<file path="config.mk">
export PLATFORM = sky130hd
export DESIGN_NAME = rwc_top
export DESIGN_NICKNAME = d
export VERILOG_FILES = /design/src/design/rwc_pkg.sv /design/src/design/rwc_top.sv
export VERILOG_INCLUDE_DIRS = /design/src /design/src/design
export SDC_FILE = /design/constraint.sdc
export NUM_CORES = 1
export LEC_CHECK = 0
export ABC_AREA = 1
export ABC_CLOCK_PERIOD_IN_PS = 3280
export BUFFER_PORTS_ARGS = -buffer_cell sky130_fd_sc_hd__buf_4
export CELL_PAD_IN_SITES_DETAIL_PLACEMENT = 0
export CELL_PAD_IN_SITES_GLOBAL_PLACEMENT = 1
export CORE_ASPECT_RATIO = 0.5
export CORE_MARGIN = 2
export CORE_UTILIZATION = 32
export DETAILED_ROUTE_END_ITERATION = 16
export PLACE_DENSITY = 0.63
export REMOVE_ABC_BUFFERS = 1
export SETUP_SLACK_MARGIN = 0.02
export SLEW_MARGIN = 20
export SYNTH_ARGS = -nofsm -noshare
export SYNTH_HDL_FRONTEND = slang
export SYNTH_SLANG_ARGS = --single-unit
</file>
<file path="constraint.sdc">
create_clock -name clk_i -period 3.28 [get_ports clk_i]
set_clock_uncertainty 0.2 [all_clocks]
set_input_delay 0.656 -clock clk_i [delete_from_list [all_inputs] [get_ports clk_i]]
set_output_delay 0.656 -clock clk_i [all_outputs]
set_load 0.005 [all_outputs]
</file>
<file path="src/design/rwc_cfg.svh">
// constants for the reset and watchdog control block
// assumes a 125 MHz core clock and a 31 kHz low-frequency tick input
`ifndef RWC_CFG_SVH
`define RWC_CFG_SVH
`define RWC_ADDR_WDT 2'h0
`define RWC_ADDR_BOR 2'h1
`define RWC_ADDR_RCF 2'h2
`define RWC_WDT_RST 5'h0b
`define RWC_PS_MAX 5'h12
`define RWC_PS_BASE 5
`define RWC_BIT_SWE 0
`define RWC_BIT_SBE 7
`define RWC_BIT_RDY 0
`define RWC_BIT_OVF 7
`define RWC_BIT_UNF 6
`define RWC_BIT_EXT 3
`define RWC_BIT_RI 2
`define RWC_BIT_POR 1
`define RWC_BIT_BOR 0
`define RWC_MODE_OFF 2'h0
`define RWC_MODE_SW 2'h1
`define RWC_MODE_AWAKE 2'h2
`define RWC_MODE_ON 2'h3
`define RWC_POWERUP_TIMER_MS 64
`define RWC_LF_HZ 31000
`define RWC_POWERUP_TIMER_TICKS ((`RWC_POWERUP_TIMER_MS * `RWC_LF_HZ) / 1000)
`endif

</file>
<file path="src/design/rwc_pkg.sv">
// types for the reset and watchdog control block
// assumes nothing beyond the cfg header
package rwc_pkg;
   typedef struct packed {
      logic [1:0] watchdog_mode_cfg;
      logic [1:0] brownout_mode_cfg;
      logic powerup_timer_disable_cfg;
      logic stack_fault_reset_enable;
      logic crystal_osc;
   } rwc_cfg_t;
   typedef struct packed {
      logic [1:0] addr;
      logic [7:0] wdata;
      logic wr;
      logic rd;
   } rwc_bus_t;
   typedef enum logic [3:0] {
      RWC_ST_POR = 4'h1,
      RWC_ST_POWERUP_TIMER = 4'h2,
      RWC_ST_OST = 4'h4,
      RWC_ST_RUN = 4'h8
   } rwc_state_t;
endpackage

</file>
<file path="src/design/rwc_top.sv">
// reset sequencer, watchdog and reset-cause flags
// assumes all inputs synchronous to clk_i; lf_tick_i is a one-cycle 31 kHz tick
`timescale 1ns/1ps
`include "rwc_cfg.svh"
// What this block does
// - watchdog counts only on 31 kHz ticks
// - watchdog held cleared during oscillator start-up
// - mode 11 runs watchdog always, even asleep
// - mode 10 runs awake, stops in sleep
// - mode 00 off and cleared; 01 software
// - software enable used only in mode 01
// - entering sleep clears watchdog count
// - any reset clears watchdog prescaler
// - period code sets ratio, reserved gives 1:32
// - reset loads period 01011, clears enable
// - clear on instruction, osc fail, wake
// - oscillator divider change leaves count alone
// - brown-out mode field selects detector activity
// - software brown-out bit always read/write
// - modes 11/10 wait brown-out ready at start
// - brown-out during power-up timer restarts it
// - ready bit shows detector active and armed
// - reset instruction resets, clears its flag
// - stack faults set flag, reset if enabled
// - stack flags cleared by software or power-on
// - power-up timer then oscillator start-up timer
// - time-outs run while external pin held
// - power-up timer holds 64 ms on ticks
// - external pin reset clears its flag
// - power-on flag reads 0 after power-on
module rwc_top #(
   parameter int POWERUP_TIMER_TICKS = `RWC_POWERUP_TIMER_TICKS,
   parameter int OST_TICKS = 1024
) (
   input wire logic clk_i,
   input wire logic rst_i,
   input wire logic lf_tick_i,
   input wire rwc_pkg::rwc_cfg_t cfg_i,
   input wire rwc_pkg::rwc_bus_t bus_i,
   output logic [7:0] rdata_o,
   input wire logic por_i,
   input wire logic brownout_trip_i,
   input wire logic brownout_warm_i,
   input wire logic ext_reset_pin_n_i,
   input wire logic sleep_i,
   input wire logic clear_watchdog_instr_i,
   input wire logic osc_fail_i,
   input wire logic wake_i,
   input wire logic reset_instr_i,
   input wire logic stack_over_i,
   input wire logic stack_under_i,
   output logic sys_reset_o,
   output logic watchdog_wake_o,
   output logic brownout_active_o
);
   import rwc_pkg::*;

   rwc_state_t state_r;
   logic [22:0] tmr_r;
   logic [22:0] wdt_r;
   logic [4:0] watchdog_period_select_r;
   logic sw_watchdog_enable_r;
   logic sw_brownout_enable_r;
   logic stack_over_flag_r, stack_under_flag_r, ext_pin_reset_flag_r, reset_instr_flag_r;
   logic por_flag_r, bor_flag_r;
   logic sleep_d_r, ost_wake_r, wdt_fire_r, soft_rst_r, ext_d_r;
   logic wdt_en, wdt_clr, bor_live, bor_event, soft_src, fault_rst, brownout_ready;
   logic [22:0] period;
   logic [22:0] wake_cnt_r;

   // prescale terminal count for a period code; reserved codes fall back to 1:32
   function automatic logic [22:0] rwc_period(input logic [4:0] sel);
      logic [4:0] s;
      s = (sel > `RWC_PS_MAX) ? 5'h00 : sel;
      return (23'h000001 << (s + 5'(`RWC_PS_BASE))) - 23'h000001;
   endfunction

   assign period = rwc_period(watchdog_period_select_r);

   always_comb begin
      unique case (cfg_i.brownout_mode_cfg)
         `RWC_MODE_ON: bor_live = 1'b1;
         `RWC_MODE_AWAKE: bor_live = ~sleep_i;
         `RWC_MODE_SW: bor_live = sw_brownout_enable_r;
         default: bor_live = 1'b0;
      endcase
   end
   assign brownout_ready = bor_live & ~brownout_warm_i;
   assign brownout_active_o = bor_live;
   assign bor_event = bor_live & brownout_trip_i;

   always_comb begin
      unique case (cfg_i.watchdog_mode_cfg)
         `RWC_MODE_ON: wdt_en = 1'b1;
         `RWC_MODE_AWAKE: wdt_en = ~sleep_i;
         `RWC_MODE_SW: wdt_en = sw_watchdog_enable_r;
         default: wdt_en = 1'b0;
      endcase
   end

   // int_osc_divider_select changes are not an input here, so the count ignores them
   assign wdt_clr = ~wdt_en | clear_watchdog_instr_i | osc_fail_i | wake_i
      | (sleep_i & ~sleep_d_r) | ost_wake_r | (state_r != RWC_ST_RUN);

   assign fault_rst = cfg_i.stack_fault_reset_enable & (stack_over_i | stack_under_i);
   assign soft_src = reset_instr_i | fault_rst | wdt_fire_r;

   // power-up sequencing: power-on/brown-out -> power-up timer -> start-up timer
   always_ff @(posedge clk_i) begin
      if (rst_i || por_i || bor_event) begin
         state_r <= RWC_ST_POR;
         tmr_r <= '0;
      end else begin
         unique case (state_r)
            RWC_ST_POR: begin
               tmr_r <= '0;
               // modes 11/10 wait for the detector to arm; others start at once
               if (cfg_i.brownout_mode_cfg[1] == 1'b0 || brownout_ready) begin
                  state_r <= cfg_i.powerup_timer_disable_cfg ? RWC_ST_OST : RWC_ST_POWERUP_TIMER;
               end
            end
            RWC_ST_POWERUP_TIMER: begin
               if (lf_tick_i) begin
                  tmr_r <= tmr_r + 23'h000001;
               end
               if (tmr_r >= 23'(POWERUP_TIMER_TICKS)) begin
                  tmr_r <= '0;
                  state_r <= RWC_ST_OST;
               end
            end
            RWC_ST_OST: begin
               if (!cfg_i.crystal_osc || tmr_r >= 23'(OST_TICKS)) begin
                  state_r <= RWC_ST_RUN;
               end else begin
                  tmr_r <= tmr_r + 23'h000001;
               end
            end
            RWC_ST_RUN: tmr_r <= '0;
         endcase
      end
   end

   // wake with a crystal clock keeps the watchdog clear for the start-up count
   always_ff @(posedge clk_i) begin
      if (rst_i) begin
         ost_wake_r <= 1'b0;
         sleep_d_r <= 1'b0;
         wake_cnt_r <= '0;
      end else begin
         sleep_d_r <= sleep_i;
         // own count: the watchdog count is held at zero here, so it cannot time the hold
         if (wake_i && cfg_i.crystal_osc) begin
            ost_wake_r <= 1'b1;
            wake_cnt_r <= '0;
         end else if (ost_wake_r) begin
            if (wake_cnt_r >= 23'(OST_TICKS)) begin
               ost_wake_r <= 1'b0;
            end else begin
               wake_cnt_r <= wake_cnt_r + 23'h000001;
            end
         end
      end
   end

   // the count doubles as prescaler; cleared by every reset
   always_ff @(posedge clk_i) begin
      if (rst_i || sys_reset_o || wdt_clr) begin
         wdt_r <= '0;
         wdt_fire_r <= 1'b0;
         watchdog_wake_o <= 1'b0;
      end else begin
         wdt_fire_r <= 1'b0;
         watchdog_wake_o <= 1'b0;
         if (lf_tick_i) begin
            if (wdt_r >= period) begin
               wdt_r <= '0;
               wdt_fire_r <= ~sleep_i;
               watchdog_wake_o <= sleep_i;
            end else begin
               wdt_r <= wdt_r + 23'h000001;
            end
         end
      end
   end

   // one synchronous reset; software sources are registered one cycle, the external pin acts at once
   always_ff @(posedge clk_i) begin
      if (rst_i) begin
         soft_rst_r <= 1'b0;
         ext_d_r <= 1'b1;
      end else begin
         soft_rst_r <= soft_src;
         ext_d_r <= ext_reset_pin_n_i;
      end
   end
   assign sys_reset_o = (state_r != RWC_ST_RUN) | ~ext_reset_pin_n_i | soft_rst_r;

   // watchdog control register
   always_ff @(posedge clk_i) begin
      if (rst_i || sys_reset_o) begin
         watchdog_period_select_r <= `RWC_WDT_RST;
         sw_watchdog_enable_r <= 1'b0;
      end else if (bus_i.wr && bus_i.addr == `RWC_ADDR_WDT) begin
         watchdog_period_select_r <= bus_i.wdata[5:1];
         sw_watchdog_enable_r <= bus_i.wdata[`RWC_BIT_SWE];
      end
   end

   // software brown-out enable survives non-power resets
   always_ff @(posedge clk_i) begin
      if (rst_i || por_i) begin
         sw_brownout_enable_r <= 1'b1;
      end else if (bus_i.wr && bus_i.addr == `RWC_ADDR_BOR) begin
         sw_brownout_enable_r <= bus_i.wdata[`RWC_BIT_SBE];
      end
   end

   // stack flags: hardware set wins over a same-cycle software clear
   always_ff @(posedge clk_i) begin
      if (rst_i || por_i) begin
         stack_over_flag_r <= 1'b0;
         stack_under_flag_r <= 1'b0;
      end else begin
         if (bus_i.wr && bus_i.addr == `RWC_ADDR_RCF) begin
            stack_over_flag_r <= bus_i.wdata[`RWC_BIT_OVF];
            stack_under_flag_r <= bus_i.wdata[`RWC_BIT_UNF];
         end
         if (stack_over_i) begin
            stack_over_flag_r <= 1'b1;
         end
         if (stack_under_i) begin
            stack_under_flag_r <= 1'b1;
         end
      end
   end

   // cause flags: hardware clear wins over a same-cycle software write
   always_ff @(posedge clk_i) begin
      if (rst_i || por_i) begin
         ext_pin_reset_flag_r <= 1'b1;
         reset_instr_flag_r <= 1'b1;
         por_flag_r <= 1'b0;
         bor_flag_r <= 1'b0;
      end else begin
         if (bus_i.wr && bus_i.addr == `RWC_ADDR_RCF) begin
            ext_pin_reset_flag_r <= bus_i.wdata[`RWC_BIT_EXT];
            reset_instr_flag_r <= bus_i.wdata[`RWC_BIT_RI];
            por_flag_r <= bus_i.wdata[`RWC_BIT_POR];
            bor_flag_r <= bus_i.wdata[`RWC_BIT_BOR];
         end
         if (ext_d_r && !ext_reset_pin_n_i) begin
            ext_pin_reset_flag_r <= 1'b0;
         end
         if (reset_instr_i) begin
            reset_instr_flag_r <= 1'b0;
         end
         if (bor_event) begin
            bor_flag_r <= 1'b0;
            ext_pin_reset_flag_r <= 1'b1;
            reset_instr_flag_r <= 1'b1;
         end
      end
   end

   always_ff @(posedge clk_i) begin
      if (rst_i) begin
         rdata_o <= 8'h00;
      end else if (bus_i.rd) begin
         unique case (bus_i.addr)
            `RWC_ADDR_WDT: rdata_o <= {2'h0, watchdog_period_select_r, sw_watchdog_enable_r};
            `RWC_ADDR_BOR: rdata_o <= {sw_brownout_enable_r, 6'h00, brownout_ready};
            `RWC_ADDR_RCF: rdata_o <= {stack_over_flag_r, stack_under_flag_r, 2'h0, ext_pin_reset_flag_r,
               reset_instr_flag_r, por_flag_r, bor_flag_r};
            default: rdata_o <= 8'h00;
         endcase
      end else begin
         rdata_o <= 8'h00;
      end
   end
endmodule // rwc_top

</file>
; ---- Word level (Yosys, flattened, before mapping)
; Index checks and enable logic that the tools add are counted.
[totals]
reg_bits = 100
inputBits = 33
output_inout_bits = 11
[op_classes]
addsub = 5
n_lt_le_gt_ge = 5
eq_ne = 18
shift = 1
muxes = 25
n_bitwise = 25
reduce_logical = 27
[ops]
columns = op, n
row1 = 2-to-1 mux 23 bit, 4
row2 = "adder 23 x 1 -> 23 bit, second input constant", 3
row3 = "greater-or-equal comparator 23 x 11 -> 1 bit, second input constant", 3
row4 = case mux 23 bit (3 select lines), 1
row5 = case mux 8 bit (3 select lines), 1
row6 = greater-or-equal comparator 23 bit, 1
row7 = "<< shifter 1 x 5 -> 23 bit, first input constant", 1
row8 = "subtractor 23 x 1 -> 23 bit, second input constant", 1
row9 = 2-to-1 mux 4 bit, 3
row10 = case mux 4 bit (3 select lines), 1
row11 = 2-to-1 mux 1 bit, 11
row12 = bitwise OR 1 bit, 11
row13 = "== test 2 bit, second input constant", 5
row14 = inverter 1 bit, 10
row15 = "!= test 2 bit, second input constant", 4
row16 = nonzero test 2 bit, 4
row17 = OR reduction 2 bit, 4
row18 = "== test 2 x 1 -> 1 bit, second input constant", 3
row19 = logical OR 1 bit, 6
row20 = case mux 1 bit (3 select lines), 2
row21 = "adder 5 x 3 -> 5 bit, second input constant", 1
row22 = "> comparator 5 bit, second input constant", 1
row23 = logical AND 1 bit, 5
row24 = 2-to-1 mux 5 bit, 1
row25 = other kinds (14), 19

; ---- Depth between registers and ports, before layout
; Gate-level depths: netlist of the first run.
[depth]
word_depth = 11
ltp_mapped = 23
ltp_nobuf = 21

; ---- Worst setup path before layout of the first run
; OpenSTA, ideal clock, no wires.
[synth_path]
path_type = reg-to-reg
start = reg watchdog_period_select_r[2]
end = reg wdt_r[12]
setup_time_ns = 0.117
t_arrival_ns = 2.408
t_required_ns = 2.963
slack_ns = 0.555
stages_incl_launch_ff = 24
cell_sequence = dfxtp_1 > buf_2 > inv_1 > nand2_1 > nand2_1 > nand3_2 > nor2_1 > nor2_1 > nand2_1 > nor2_2 > nand2_1 > nand2_1 > nand2_1 > ha_1 > nand2_1 > nor2_1 > nand2_1 > nor2_1 > nand2_1 > nand4_1 > nand2_1 > nand2_2 > buf_6 > nor2_1
[synth_between]
elab_chain_cells = 7
[synth_rtl]
columns = element, line_no
row1 = start: declaration, rwc_top.sv:61  ; logic [4:0] watchdog_period_select_r;
row2 = start signal: assignment, rwc_top.sv:201  ; watchdog_period_select_r <= `RWC_WDT_RST;
row3 = start signal: assignment, rwc_top.sv:204  ; watchdog_period_select_r <= bus_i.wdata[5:1];
row4 = > comparator 5 bit (no line), --
row5 = 2-to-1 mux 5 bit *, rwc_top.sv:74  ; s = (sel > `RWC_PS_MAX) ? 5'h00 : sel;
row6 = adder 5 x 3 -> 5 bit *, rwc_top.sv:75  ; return (23'h000001 << (s + 5'(`RWC_PS_BASE))) - 23'h000001;
row7 = << shifter 1 x 5 -> 23 bit *, rwc_top.sv:75
row8 = subtractor 23 x 1 -> 23 bit *, rwc_top.sv:75
row9 = greater-or-equal comparator 23 bit *, rwc_top.sv:175  ; if (wdt_r >= period) begin
row10 = 2-to-1 mux 23 bit *, rwc_top.sv:175
row11 = end signal: assignment, rwc_top.sv:180  ; wdt_r <= wdt_r + 23'h000001;
row12 = end: declaration, rwc_top.sv:60  ; logic [22:0] wdt_r;
; Mark *: on every way between the ends. The rest lies on a longest branch, timed or not.
; A chain may end at the register's enable or synchronous reset.

; ---- Final worst setup path of the first run
[layout_path]
start = reg watchdog_period_select_r[2]
end = reg wdt_r[22]
; Same word-level chain as after synthesis.

==> impl_metrics.ini, run 1 <==
[layout]
n_antenna_cell = 0
nets = 966
finalNonFillerCells = 1143
final_util_pct = 38.33
layout-drive-gt1-share_pct = 11.33
area_growth_pct = 17.55
nFillCells = 1887

[synthesis]
syn_avg_cell_area_sq_um = 6.627
synth_top_family_by_area = simple AND/OR/NAND/NOR gates
ys_ff_latch = 100
synthAdderAreaFrac_pct = 6.412
synth_ff_type = dfxtp_1
synth-seq-area-share_pct = 35.37
synth-compound-area-share_pct = 6.633
synth_xor_xnor_area_share_pct = 4.643
postSynthCellCount = 854
synth-simple-area-share_pct = 37.14
yosysTopAreaCellShare_pct = 35.37
ys_warn_count = 0
netlist.top_cell.by_area = dfxtp_1
ys_top_cells_by_area = dfxtp_1 35%, nand2_1 16%, nor2_1 8.4%, inv_1 7.5%, ha_1 6.4%
netlist_area_sq_mm = 0.005659
synth-edff-count = 0
async_flop_share_pct = 0
synth_cell_type_count = 39
muxShareOfSynthArea_pct = 0.1769

[sta]
worstMarginPinSlew_ps = 787.0
fin_crit_sh_pct = 93.52
slew_viol_final = 0
max_freq_mhz = 326.0
post-route-min-period_ps = 3068
hold_slack_ps = 228.0
relSlewSlack_pct = 47.41
setup_violations = 0
finalHoldViolCount = 0

[critical_path]
arrival_ps = 3120
crit_path_top_delay_cell = dfxtp_4
crit_type = reg2reg
crit_fanout = 11
cp-start-kind = flop
r2r_slack_ps = 210
cp_common_cell = nand2_1
slowest_delay_ps = 390
end_kind = flop
crit_required_ps = 3330
crit_path_cell_trace = nor2_1 > nand2_1 > nand3_4 > nor2_1 > nor2_1 > nand2_2 > nor2_4 > nand2_1 > nand2_1 > nand2_1 > ha_1 > nand2_1 > nor2_1 > nand2_1 > nor2_1 > nand2_1 > nand4_1 > nand2_1 > nand2_2 > clkbuf_16 > nor2_1

[floorplan]
dieHeight_microns = 98.04
pin_count = 44
core_area_sq_mm = 0.01736
start_util_pct = 32.61
rows = 34
die_w_microns = 192.1
die_area_sq_mm = 0.01883

[clock_network]
h-tree-depth = 3
cts_tree = yes
root_buffer = clkbuf_16
clock_latency_ps = 350
cts_max_path_buffers = 2
clkSinkCount = 100
numCtsBuffers = 9
clk_pin_slew_ps = 70
cts_hold_buf = 0

[placement]
gp_congestion = 0.7887
dp_hpwl_microns = 10860
portBuffers = 43
dp.cells = 1125

[global_routing]
first_global_vias = 4881
grt_pass1_wl_microns = 24120
antenna_found_initial = 0
grt-ovfl-total = 0
grt_use_total_pct = 16.22
grt_max_degree = 27

[pwr]
power-per-cell-area_mw_per_mm2 = 385.6
cellLeakagePower_nw = 2.970
irDropWorstVdd_uv = 251.8

[drt]
routed-via-count = 5131
wirelength_microns = 14430
drcViolationCount = 0
first_pass_iters = 4
drtAntennaViolNets = 0
wl_per_cell_microns = 12.63
vias_per_cell = 4.489
first_iter_violations = 162

[outcome]
status = finished clean

[min_path]
hold_class = reg2reg

[job]
max_cap_viol_count = 0
-- Yosys cell counts, types with 7 or more instances --
cell / number
nor2_2: 7
dfxtp_1: 100
nand3_1: 56
nor3_1: 15
clkbuf_1: 7
xor2_1: 21
ha_1: 29
nor2_1: 126
o21ai_0: 15
a21oi_1: 42
nand4_1: 21
xnor2_1: 9
inv_1: 113
nand2_1: 247
-- area by class of cell --
cell class	count	area [sq um]	area share, %
Inverter	115	431.7	6.489
Sequential cell	100	2017	30.32
Timing Repair Buffer	53	427.9	6.432
Clock inverter	6	88.84	1.335
Multi-Input combinational cell	625	3166	47.58
Clock buffer	10	229.0	3.442
Tap cell	234	292.8	4.401
-- worst max-delay path, delay by kind of cell (launching register included) --
kind                       cells  cell delay (ps)
DFF                            1              390
and+or+nand+nor               19             1890
buffers and inverters          1              180
adders and majority gates      1              290
-- path summary, 6_finish.rpt --
kind,from,end,cells past startpoint
max,watchdog_period_select_r[2],wdt_r[22],21
max reg2reg,watchdog_period_select_r[2],wdt_r[22],21
min,wake_cnt_r[19],wake_cnt_r[19],2
min reg2reg,wake_cnt_r[19],wake_cnt_r[19],2
-- layout by cell type, fill, tap and decap left out, drive strengths merged, types with 2 or more instances in the layout --
master    count
nand4        23
nor2        135
bufinv        2
dfxtp       100
ha           29
o21ai        16
inv         115
clkinvlp      2
conb          4
nand3        57
a21oi        43
buf          52
xnor2         9
clkinv        2
nor4          3
clkbuf       11
nand3b        4
nand2       252
xor2         21
nor3         17
a21o          2
o21bai        2
-- timing repair --
action | in CTS | in global routing
buffers inserted | 0 | 1
setup endpoints to repair | 0 | 25
resized for setup | 0 | 17
-- layer usage --
| metal | global-route usage (%) | share of wire [%] | routed length [microns] | vias up |
|---|---|---|---|---|
| li1 | - | - | - | 2785 |
| met1 | 21.65 | 51 | 7407 | 2294 |
| met2 | 26.74 | 45 | 6558 | 43 |
| met3 | 3.666 | 2.3 | 336 | 9 |
| met4 | 3.699 | 0.89 | 129 | 0 |
| met5 | 0 | 0 | 0 | - |
-- stage by stage --
| step | setup TNS [ps] | power, mW | setup WS [ps] | area, sq um |
|---|---|---|---|---|
| floorplan | 0 | 1.357 | 496.3 | 5562 |
| CTS | 0 | 2.614 | 130.4 | 6568 |
| global placement | 0 | 1.439 | 263.8 | 6250 |
| global route | -942.0 | 2.685 | -48.01 | 6653 |
| finish | 0 | 2.565 | 212.4 | 6653 |
| detailed placement | 0 | 1.439 | 152.8 | 6250 |
-- registers in the layout (all words and copies together), names as in the netlist, 4 cells and up --
register                  cells
wake_cnt_r                   23
watchdog_period_select_r      5
wdt_r                        23
rdata_o                       8
tmr_r                        23
state_r                       4
-- cells by family after synthesis --
| family | Yosys count |
|---|---|
| AO/OA/AOI/OAI | 69 |
| buffers and inverters | 131 |
| flip-flops | 100 |
| other | 2 |
| AND/OR/NAND/NOR | 492 |
| XOR/XNOR | 30 |
| multiplexers | 1 |
| adder cells (fa/ha/maj) | 29 |
-- report_power, final --
group / switching (mW) / internal (mW)
registers: 0.00762 / 1.22
logic: 0.109 / 0.0670
clock network: 0.489 / 0.669
No activity file was read; power rests on OpenSTA's default activity.
==> run 2: changes to the inputs <==
ABC_CLOCK_PERIOD_IN_PS = 2860   (was 3280)
CTS_BUF_LIST = sky130_fd_sc_hd__clkbuf_4 sky130_fd_sc_hd__clkbuf_8   (was unset)
clock period = 2.86 ns   (was 3.28 ns; I/O delays follow)
==> run 2 against run 1 <==
Net effect: the flow now finishes with violations (setup timing); register-to-register slack got worse by 370 ps; power shrank 0.99%; combinational power rose by 20%; final cell count rose by 3.4%; cell area is 7.5% higher; sequential share of layout area down 2.1 points; critical path type unchanged; critical endpoint is now wdt_r[17]; largest cell class unchanged.
==> impl_metrics.ini, run 2 (same netlist as run 1, synthesis figures left out) <==
[floorplan]
rows = 34
core_area_sq_mm = 0.01736
die_area_sq_mm = 0.01883
start_util_pct = 32.61
dieHeight_microns = 98.04
pin_count = 44
die_w_microns = 192.1

[sta]
finalHoldViolCount = 0
grt_setup_unrepaired = true
slew_viol_final = 0
setup_violations = 25
worst_slack_ps = -155.1
tns_ps = -2490
max_freq_mhz = 331.7
fin_crit_sh_pct = 105.4
hold_slack_ps = 148.7
post-route-min-period_ps = 3015
relSlewSlack_pct = 50.26
worstMarginPinSlew_ps = 743.4

[placement]
portBuffers = 43
dp_hpwl_microns = 10900
gp_congestion = 0.7999
pre_cts_ws_ps = -108.8
place_area_sq_mm = 0.006457
dp.cells = 1151

[layout]
n_antenna_cell = 0
layout-drive-gt1-share_pct = 20.25
top_regs = tmr_r: 23 flops, wake_cnt_r: 23 flops, wdt_r: 23 flops
final_util_pct = 41.21
stdcell_area_sq_mm = 0.007153
nets = 1005
nFillCells = 1874
finalNonFillerCells = 1182
area_growth_pct = 26.40
final_cell_mix = 236 x nand2_1, 108 x inv_1, 99 x nor2_1, 95 x dfxtp_1, 84 x buf_4
layout_commonest_cell = nand2_1

[critical_path]
crit_buf_inv = 4
reg2reg_from = watchdog_period_select_r[1]
rr_endpoint = wdt_r[17]
crit_path_cell_trace = buf_4 > nand3_4 > nor2_1 > nand2_1 > nand3_2 > nor2_4 > o21a_1 > nand2_1 > nand2_1 > nand2_2 > ha_4 > nand2_4 > inv_2 > nand3_2 > nor2_1 > nand2_1 > nand4_1 > nand2_1 > nand2_4 > buf_12 > buf_16 > nor2_1
crit_path_top_delay_cell = dfxtp_4
cp-start-kind = flop
cp_common_cell = nand2_1
reg2reg_depth = 22
slowest_delay_ps = 380
path_delay_family = simple AND/OR/NAND/NOR gates
crit_type = reg2reg
arrival_ps = 3090
startpoint = watchdog_period_select_r[1]
crit_required_ps = 2940
r2r_slack_ps = -160
crit_fanout = 6
end_kind = flop

[pwr]
switching_share_pct = 26.64
sequentialPowerShare_pct = 55.5
cellLeakagePower_nw = 3.168
power-per-cell-area_mw_per_mm2 = 355.1
p_int_mw = 1.863
p_sw_mw = 0.6766
p_total_mw = 2.540
power_frac_comb_pct = 8.3
irDropWorstVdd_uv = 209.7
pwr-share-clk_pct = 36.2

[clock_network]
cts_max_path_buffers = 2
clkSinkCount = 100
root_buffer = clkbuf_8
clock_latency_ps = 380
clk_pin_slew_ps = 110
h-tree-depth = 3
cts_hold_buf = 0
numCtsBuffers = 9
cts_tree = yes

[global_routing]
grt_pass1_wl_microns = 24910
grt_max_degree = 20
grt_use_total_pct = 16.66
antenna_found_initial = 0
grt-ovfl-total = 0
first_global_vias = 5062

[min_path]
hold_class = in2reg
hold-path-cell-count = 2
whs_endpoint = wdt_fire_r
min-delay-start = sleep_i

[outcome]
status = finished with violations
violations = setup timing

[drt]
first_pass_iters = 4
wirelength_microns = 14970
drcViolationCount = 0
first_iter_violations = 278
vias_per_cell = 4.526
wl_per_cell_microns = 12.66
drtAntennaViolNets = 0
routed-via-count = 5350

[job]
max_cap_viol_count = 0
[run 2: cell types whose count changed in the layout (fill, tap and decap cells not counted), moves of 3 or more]
cell	change
buf_4	+33
buf_6	+4
clkbuf_16	-10
clkbuf_8	+11
inv_1	-5
inv_2	+4
nand2_1	-9
nand2_4	+10
nand3_1	-3
nor2_1	-25
nor2_2	+10
nor2_4	+15
[run 2: power groups by stage]
| stage | Clock (mW) | Combinational [mW] | Sequential [mW] |
|---|---|---|---|
| 2_1_floorplan | 0 | 0.110 | 1.45 |
| 3_5_place_dp | 0 | 0.207 | 1.45 |
| 4_1_cts | 0.964 | 0.211 | 1.41 |
| 3_3_place_gp | 0 | 0.208 | 1.45 |
| 6_report | 0.919 | 0.211 | 1.41 |
| 5_1_grt | 1.01 | 0.240 | 1.41 |
[run 2: what timing repair did]
item	CTS	global route
cloned	3	0
endpoints found under the setup margin	25	25
gates resized for setup	57	45
pin swaps	6	24
buffers inserted	8	6
[run 2: how the worst max path moves through the flow]
| stage | endpoint | slack [ps] | cells after the start |
|---|---|---|---|
| after floorplan | wdt_r[0] | 80 | 21 |
| after global placement | wdt_r[13] | -70 | 22 |
| after detailed placement | wdt_r[12] | -110 | 22 |
| after CTS | wdt_r[22] | -90 | 18 |
| after global routing | wdt_r[17] | -370 | 22 |
| final | wdt_r[17] | -160 | 22 |
[run 2: layout make-up]
cell class | count | area [sq um] | share of cell area (%)
multi-input cells | 625 | 3443 | 48.14
flip-flops and latches | 100 | 2021 | 28.25
repair buffers | 92 | 770.7 | 10.77
inverters | 115 | 434.2 | 6.070
well taps | 234 | 292.8 | 4.093
clock buffers | 12 | 158.9 | 2.221
clock inverters | 4 | 32.53 | 0.4548
[run 2: per-layer routing]
metal  track usage (%)  share of wire [%]  up-vias
li1                  -                  -     2871
met1             22.29                 50     2404
met2             27.71                 46       61
met3             3.235                2.8       14
met4             3.934                1.4        0
met5                 0                  0        -
==> run 3: changes to the inputs <==
ABC_AREA = unset   (was 1)
PLACE_DENSITY = 0.61   (was 0.63)
SETUP_SLACK_MARGIN = 0.2   (was 0.02)
==> run 3 against run 2 <==
Net effect: count of clock-buffer cells in the layout is 2 lower; clock power rose by 2.8%; area after synthesis fell by 6.4%; critical endpoint is now wdt_r[6]; highest routed layer unchanged; the run still ends with setup timing left; synthesized cell count is 27% lower; flip-flop and latch count is the same; worst setup slack worse by 15 ps; final cell count shrank 21%; fmax fell by 0.50%.
==> impl_metrics.ini, run 3 <==
[critical_path]
cp-start-kind = flop
crit_type = reg2reg
reg2reg_depth = 11
crit_path_cell_trace = buf_6 > buf_6 > o32a_1 > o32a_1 > ha_4 > nand4_1 > a311o_1 > a211o_1 > a21oi_4 > buf_6 > nor3_2
end_kind = flop
slowest_delay_ps = 390
arrival_ps = 3080
crit_fanout = 8
crit_buf_inv = 3
cp_common_cell = buf_6
crit_required_ps = 2910
rr_endpoint = wdt_r[6]
r2r_slack_ps = -170
path_delay_family = compound AO/OA/AOI/OAI gates
crit_path_top_delay_cell = a311o_1
reg2reg_from = watchdog_period_select_r[2]

[floorplan]
dieHeight_microns = 94.96
pin_count = 44
die_w_microns = 185.9
start_util_pct = 32.55
die_area_sq_mm = 0.01766
rows = 33
core_area_sq_mm = 0.01627

[layout]
n_antenna_cell = 0
top_regs = tmr_r: 23 flops, wake_cnt_r: 23 flops, wdt_r: 23 flops
nFillCells = 1691
stdcell_area_sq_mm = 0.006571
layout-drive-gt1-share_pct = 23.60
final_cell_mix = 96 x dfxtp_1, 90 x buf_4, 75 x nor2_1, 53 x nand2_1, 32 x a21oi_1
layout_commonest_cell = dfxtp_1
nets = 769
area_growth_pct = 24.10

[synthesis]
ys_top_cells_by_area = dfxtp_1 38%, ha_1 6.9%, nor2_1 5.5%, xor2_1 4.1%, nand2_1 3.8%
yosysTopAreaCellShare_pct = 37.81
synth_cell_type_count = 60
syn_avg_cell_area_sq_um = 8.445
postSynthCellCount = 627
netlist.top_cell.by_area = dfxtp_1
ys_warn_count = 0
netlist_area_sq_mm = 0.005295
synth_most_common_cell = dfxtp_1
ys_top_cells_by_count = 100 x dfxtp_1, 77 x nor2_1, 53 x nand2_1
synth-seq-area-share_pct = 37.81
async_flop_share_pct = 0
synth_ff_type = dfxtp_1
ys_ff_latch = 100
synth-edff-count = 0

[drt]
vias_per_cell = 4.909
wirelength_microns = 13000
routed-via-count = 4610
first_iter_violations = 219
drtAntennaViolNets = 0
first_pass_iters = 6
drcViolationCount = 0
wl_per_cell_microns = 13.85

[clock_network]
clock_latency_ps = 380
numCtsBuffers = 9
clkSinkCount = 100
root_buffer = clkbuf_8
clk_pin_slew_ps = 90
h-tree-depth = 3
cts_max_path_buffers = 2
cts_hold_buf = 0
cts_tree = yes

[sta]
setup_violations = 25
grt_setup_unrepaired = true
fin_crit_sh_pct = 106.0
slew_viol_final = 0
post-route-min-period_ps = 3030
relSlewSlack_pct = 50.58
worst_slack_ps = -170.3
finalHoldViolCount = 0
worstMarginPinSlew_ps = 741.4
max_freq_mhz = 330.0

[min_path]
hold-path-cell-count = 2
hold_class = in2reg
min-delay-start = por_i
whs_endpoint = por_flag_r

[global_routing]
grt-busiest-layer = met2
use_met2_pct = 25.81
grt_pass1_wl_microns = 21600
use_met1_pct = 20.37
first_global_vias = 4435
grt_use_total_pct = 15.48
met3_usage_pct = 3.509
grt-ovfl-total = 0
antenna_found_initial = 0
grt_max_degree = 25

[job]
max_cap_viol_count = 0

[placement]
portBuffers = 43
gp_congestion = 0.7940
dp_hpwl_microns = 9617
pre_cts_ws_ps = -217.6
place_area_sq_mm = 0.006087

[outcome]
violations = setup timing
status = finished with violations

[pwr]
irDropWorstVdd_uv = 212.1
power-per-cell-area_mw_per_mm2 = 386.0
cellLeakagePower_nw = 2.478
-- run 3: cell count changes in the layout (fill, tap and decap cells not counted), sizes merged, moves of 11 or more --
cell   change
a31oi     +11
and2      +15
and3      +12
inv      -101
mux2i     +12
nand2    -199
nand3     -28
nor2      -54
nor2b     +11
nor3      +16
-- run 3: logic make-up (layout without fill, tap and decap cells) --
family | count (synthesis) | after routing | synth area share, %
simple gates | 300 | 300 | 30.53
flops | 100 | 100 | 37.81
compound gates | 99 | 99 | 12.17
buf+inv | 43 | 126 | 3.166
xor+xnor | 39 | 39 | 6.451
fa+ha+maj | 29 | 29 | 6.853
mux | 15 | 15 | 2.883
other cells | 2 | 4 | 0.1418
-- run 3: where the power goes --
group / internal, mW / total (mW) / switching, mW
registers: 1.40 / 1.42 / 0.0120
clock network: 0.425 / 0.945 / 0.520
logic: 0.0847 / 0.176 / 0.0916
-- run 3: routing by layer --
layer  up-vias  routed length, microns
met3        11                     299
met5         -                       0
met4         0                     141
li1       2388                       -
met2        39                    6043
met1      2172                    6518
-- run 3: area by class of cell --
cell class	count	area (sq um)	share of cell area [%]
clock buffers	10	131.4	1.999
well taps	227	284.0	4.322
flip-flops and latches	100	2009	30.58
inverters	12	45.04	0.6855
multi-input cells	486	3266	49.70
clock inverters	6	70.07	1.066
repair buffers	98	765.7	11.65
-- run 3: worst max-delay path by stage --
stage                                           start          to  slack [ps]  cells after the start
after floorplan           watchdog_period_select_r[4]  wdt_fire_r        -840                     11
after global placement    watchdog_period_select_r[2]    wdt_r[8]        -170                     12
after detailed placement  watchdog_period_select_r[2]   wdt_r[18]        -220                     12
after CTS                 watchdog_period_select_r[3]    wdt_r[9]        -170                     12
after global routing      watchdog_period_select_r[2]    wdt_r[6]        -290                     13
final                     watchdog_period_select_r[2]    wdt_r[6]        -170                     11
-- run 3: through the flow --
stage	cells	hold slack, ps	setup TNS, ps	utilization [%]	power [mW]
4_1_cts	936	151.0	-3518	39.78	2.573
2_1_floorplan	598	206.2	-16360	-	1.534
3_3_place_gp	908	239.9	-3489	37.42	1.616
3_5_place_dp	908	236.4	-4434	37.42	1.617
5_1_grt	939	151.4	-6148	40.39	2.663
6_report	939	175.3	-3416	40.39	2.537
-- run 3: timing repair --
action	CTS	global route
setup endpoints to repair	25	25
resized for setup	26	17
buffers inserted	11	3
cloned	1	0
pin swaps	14	16
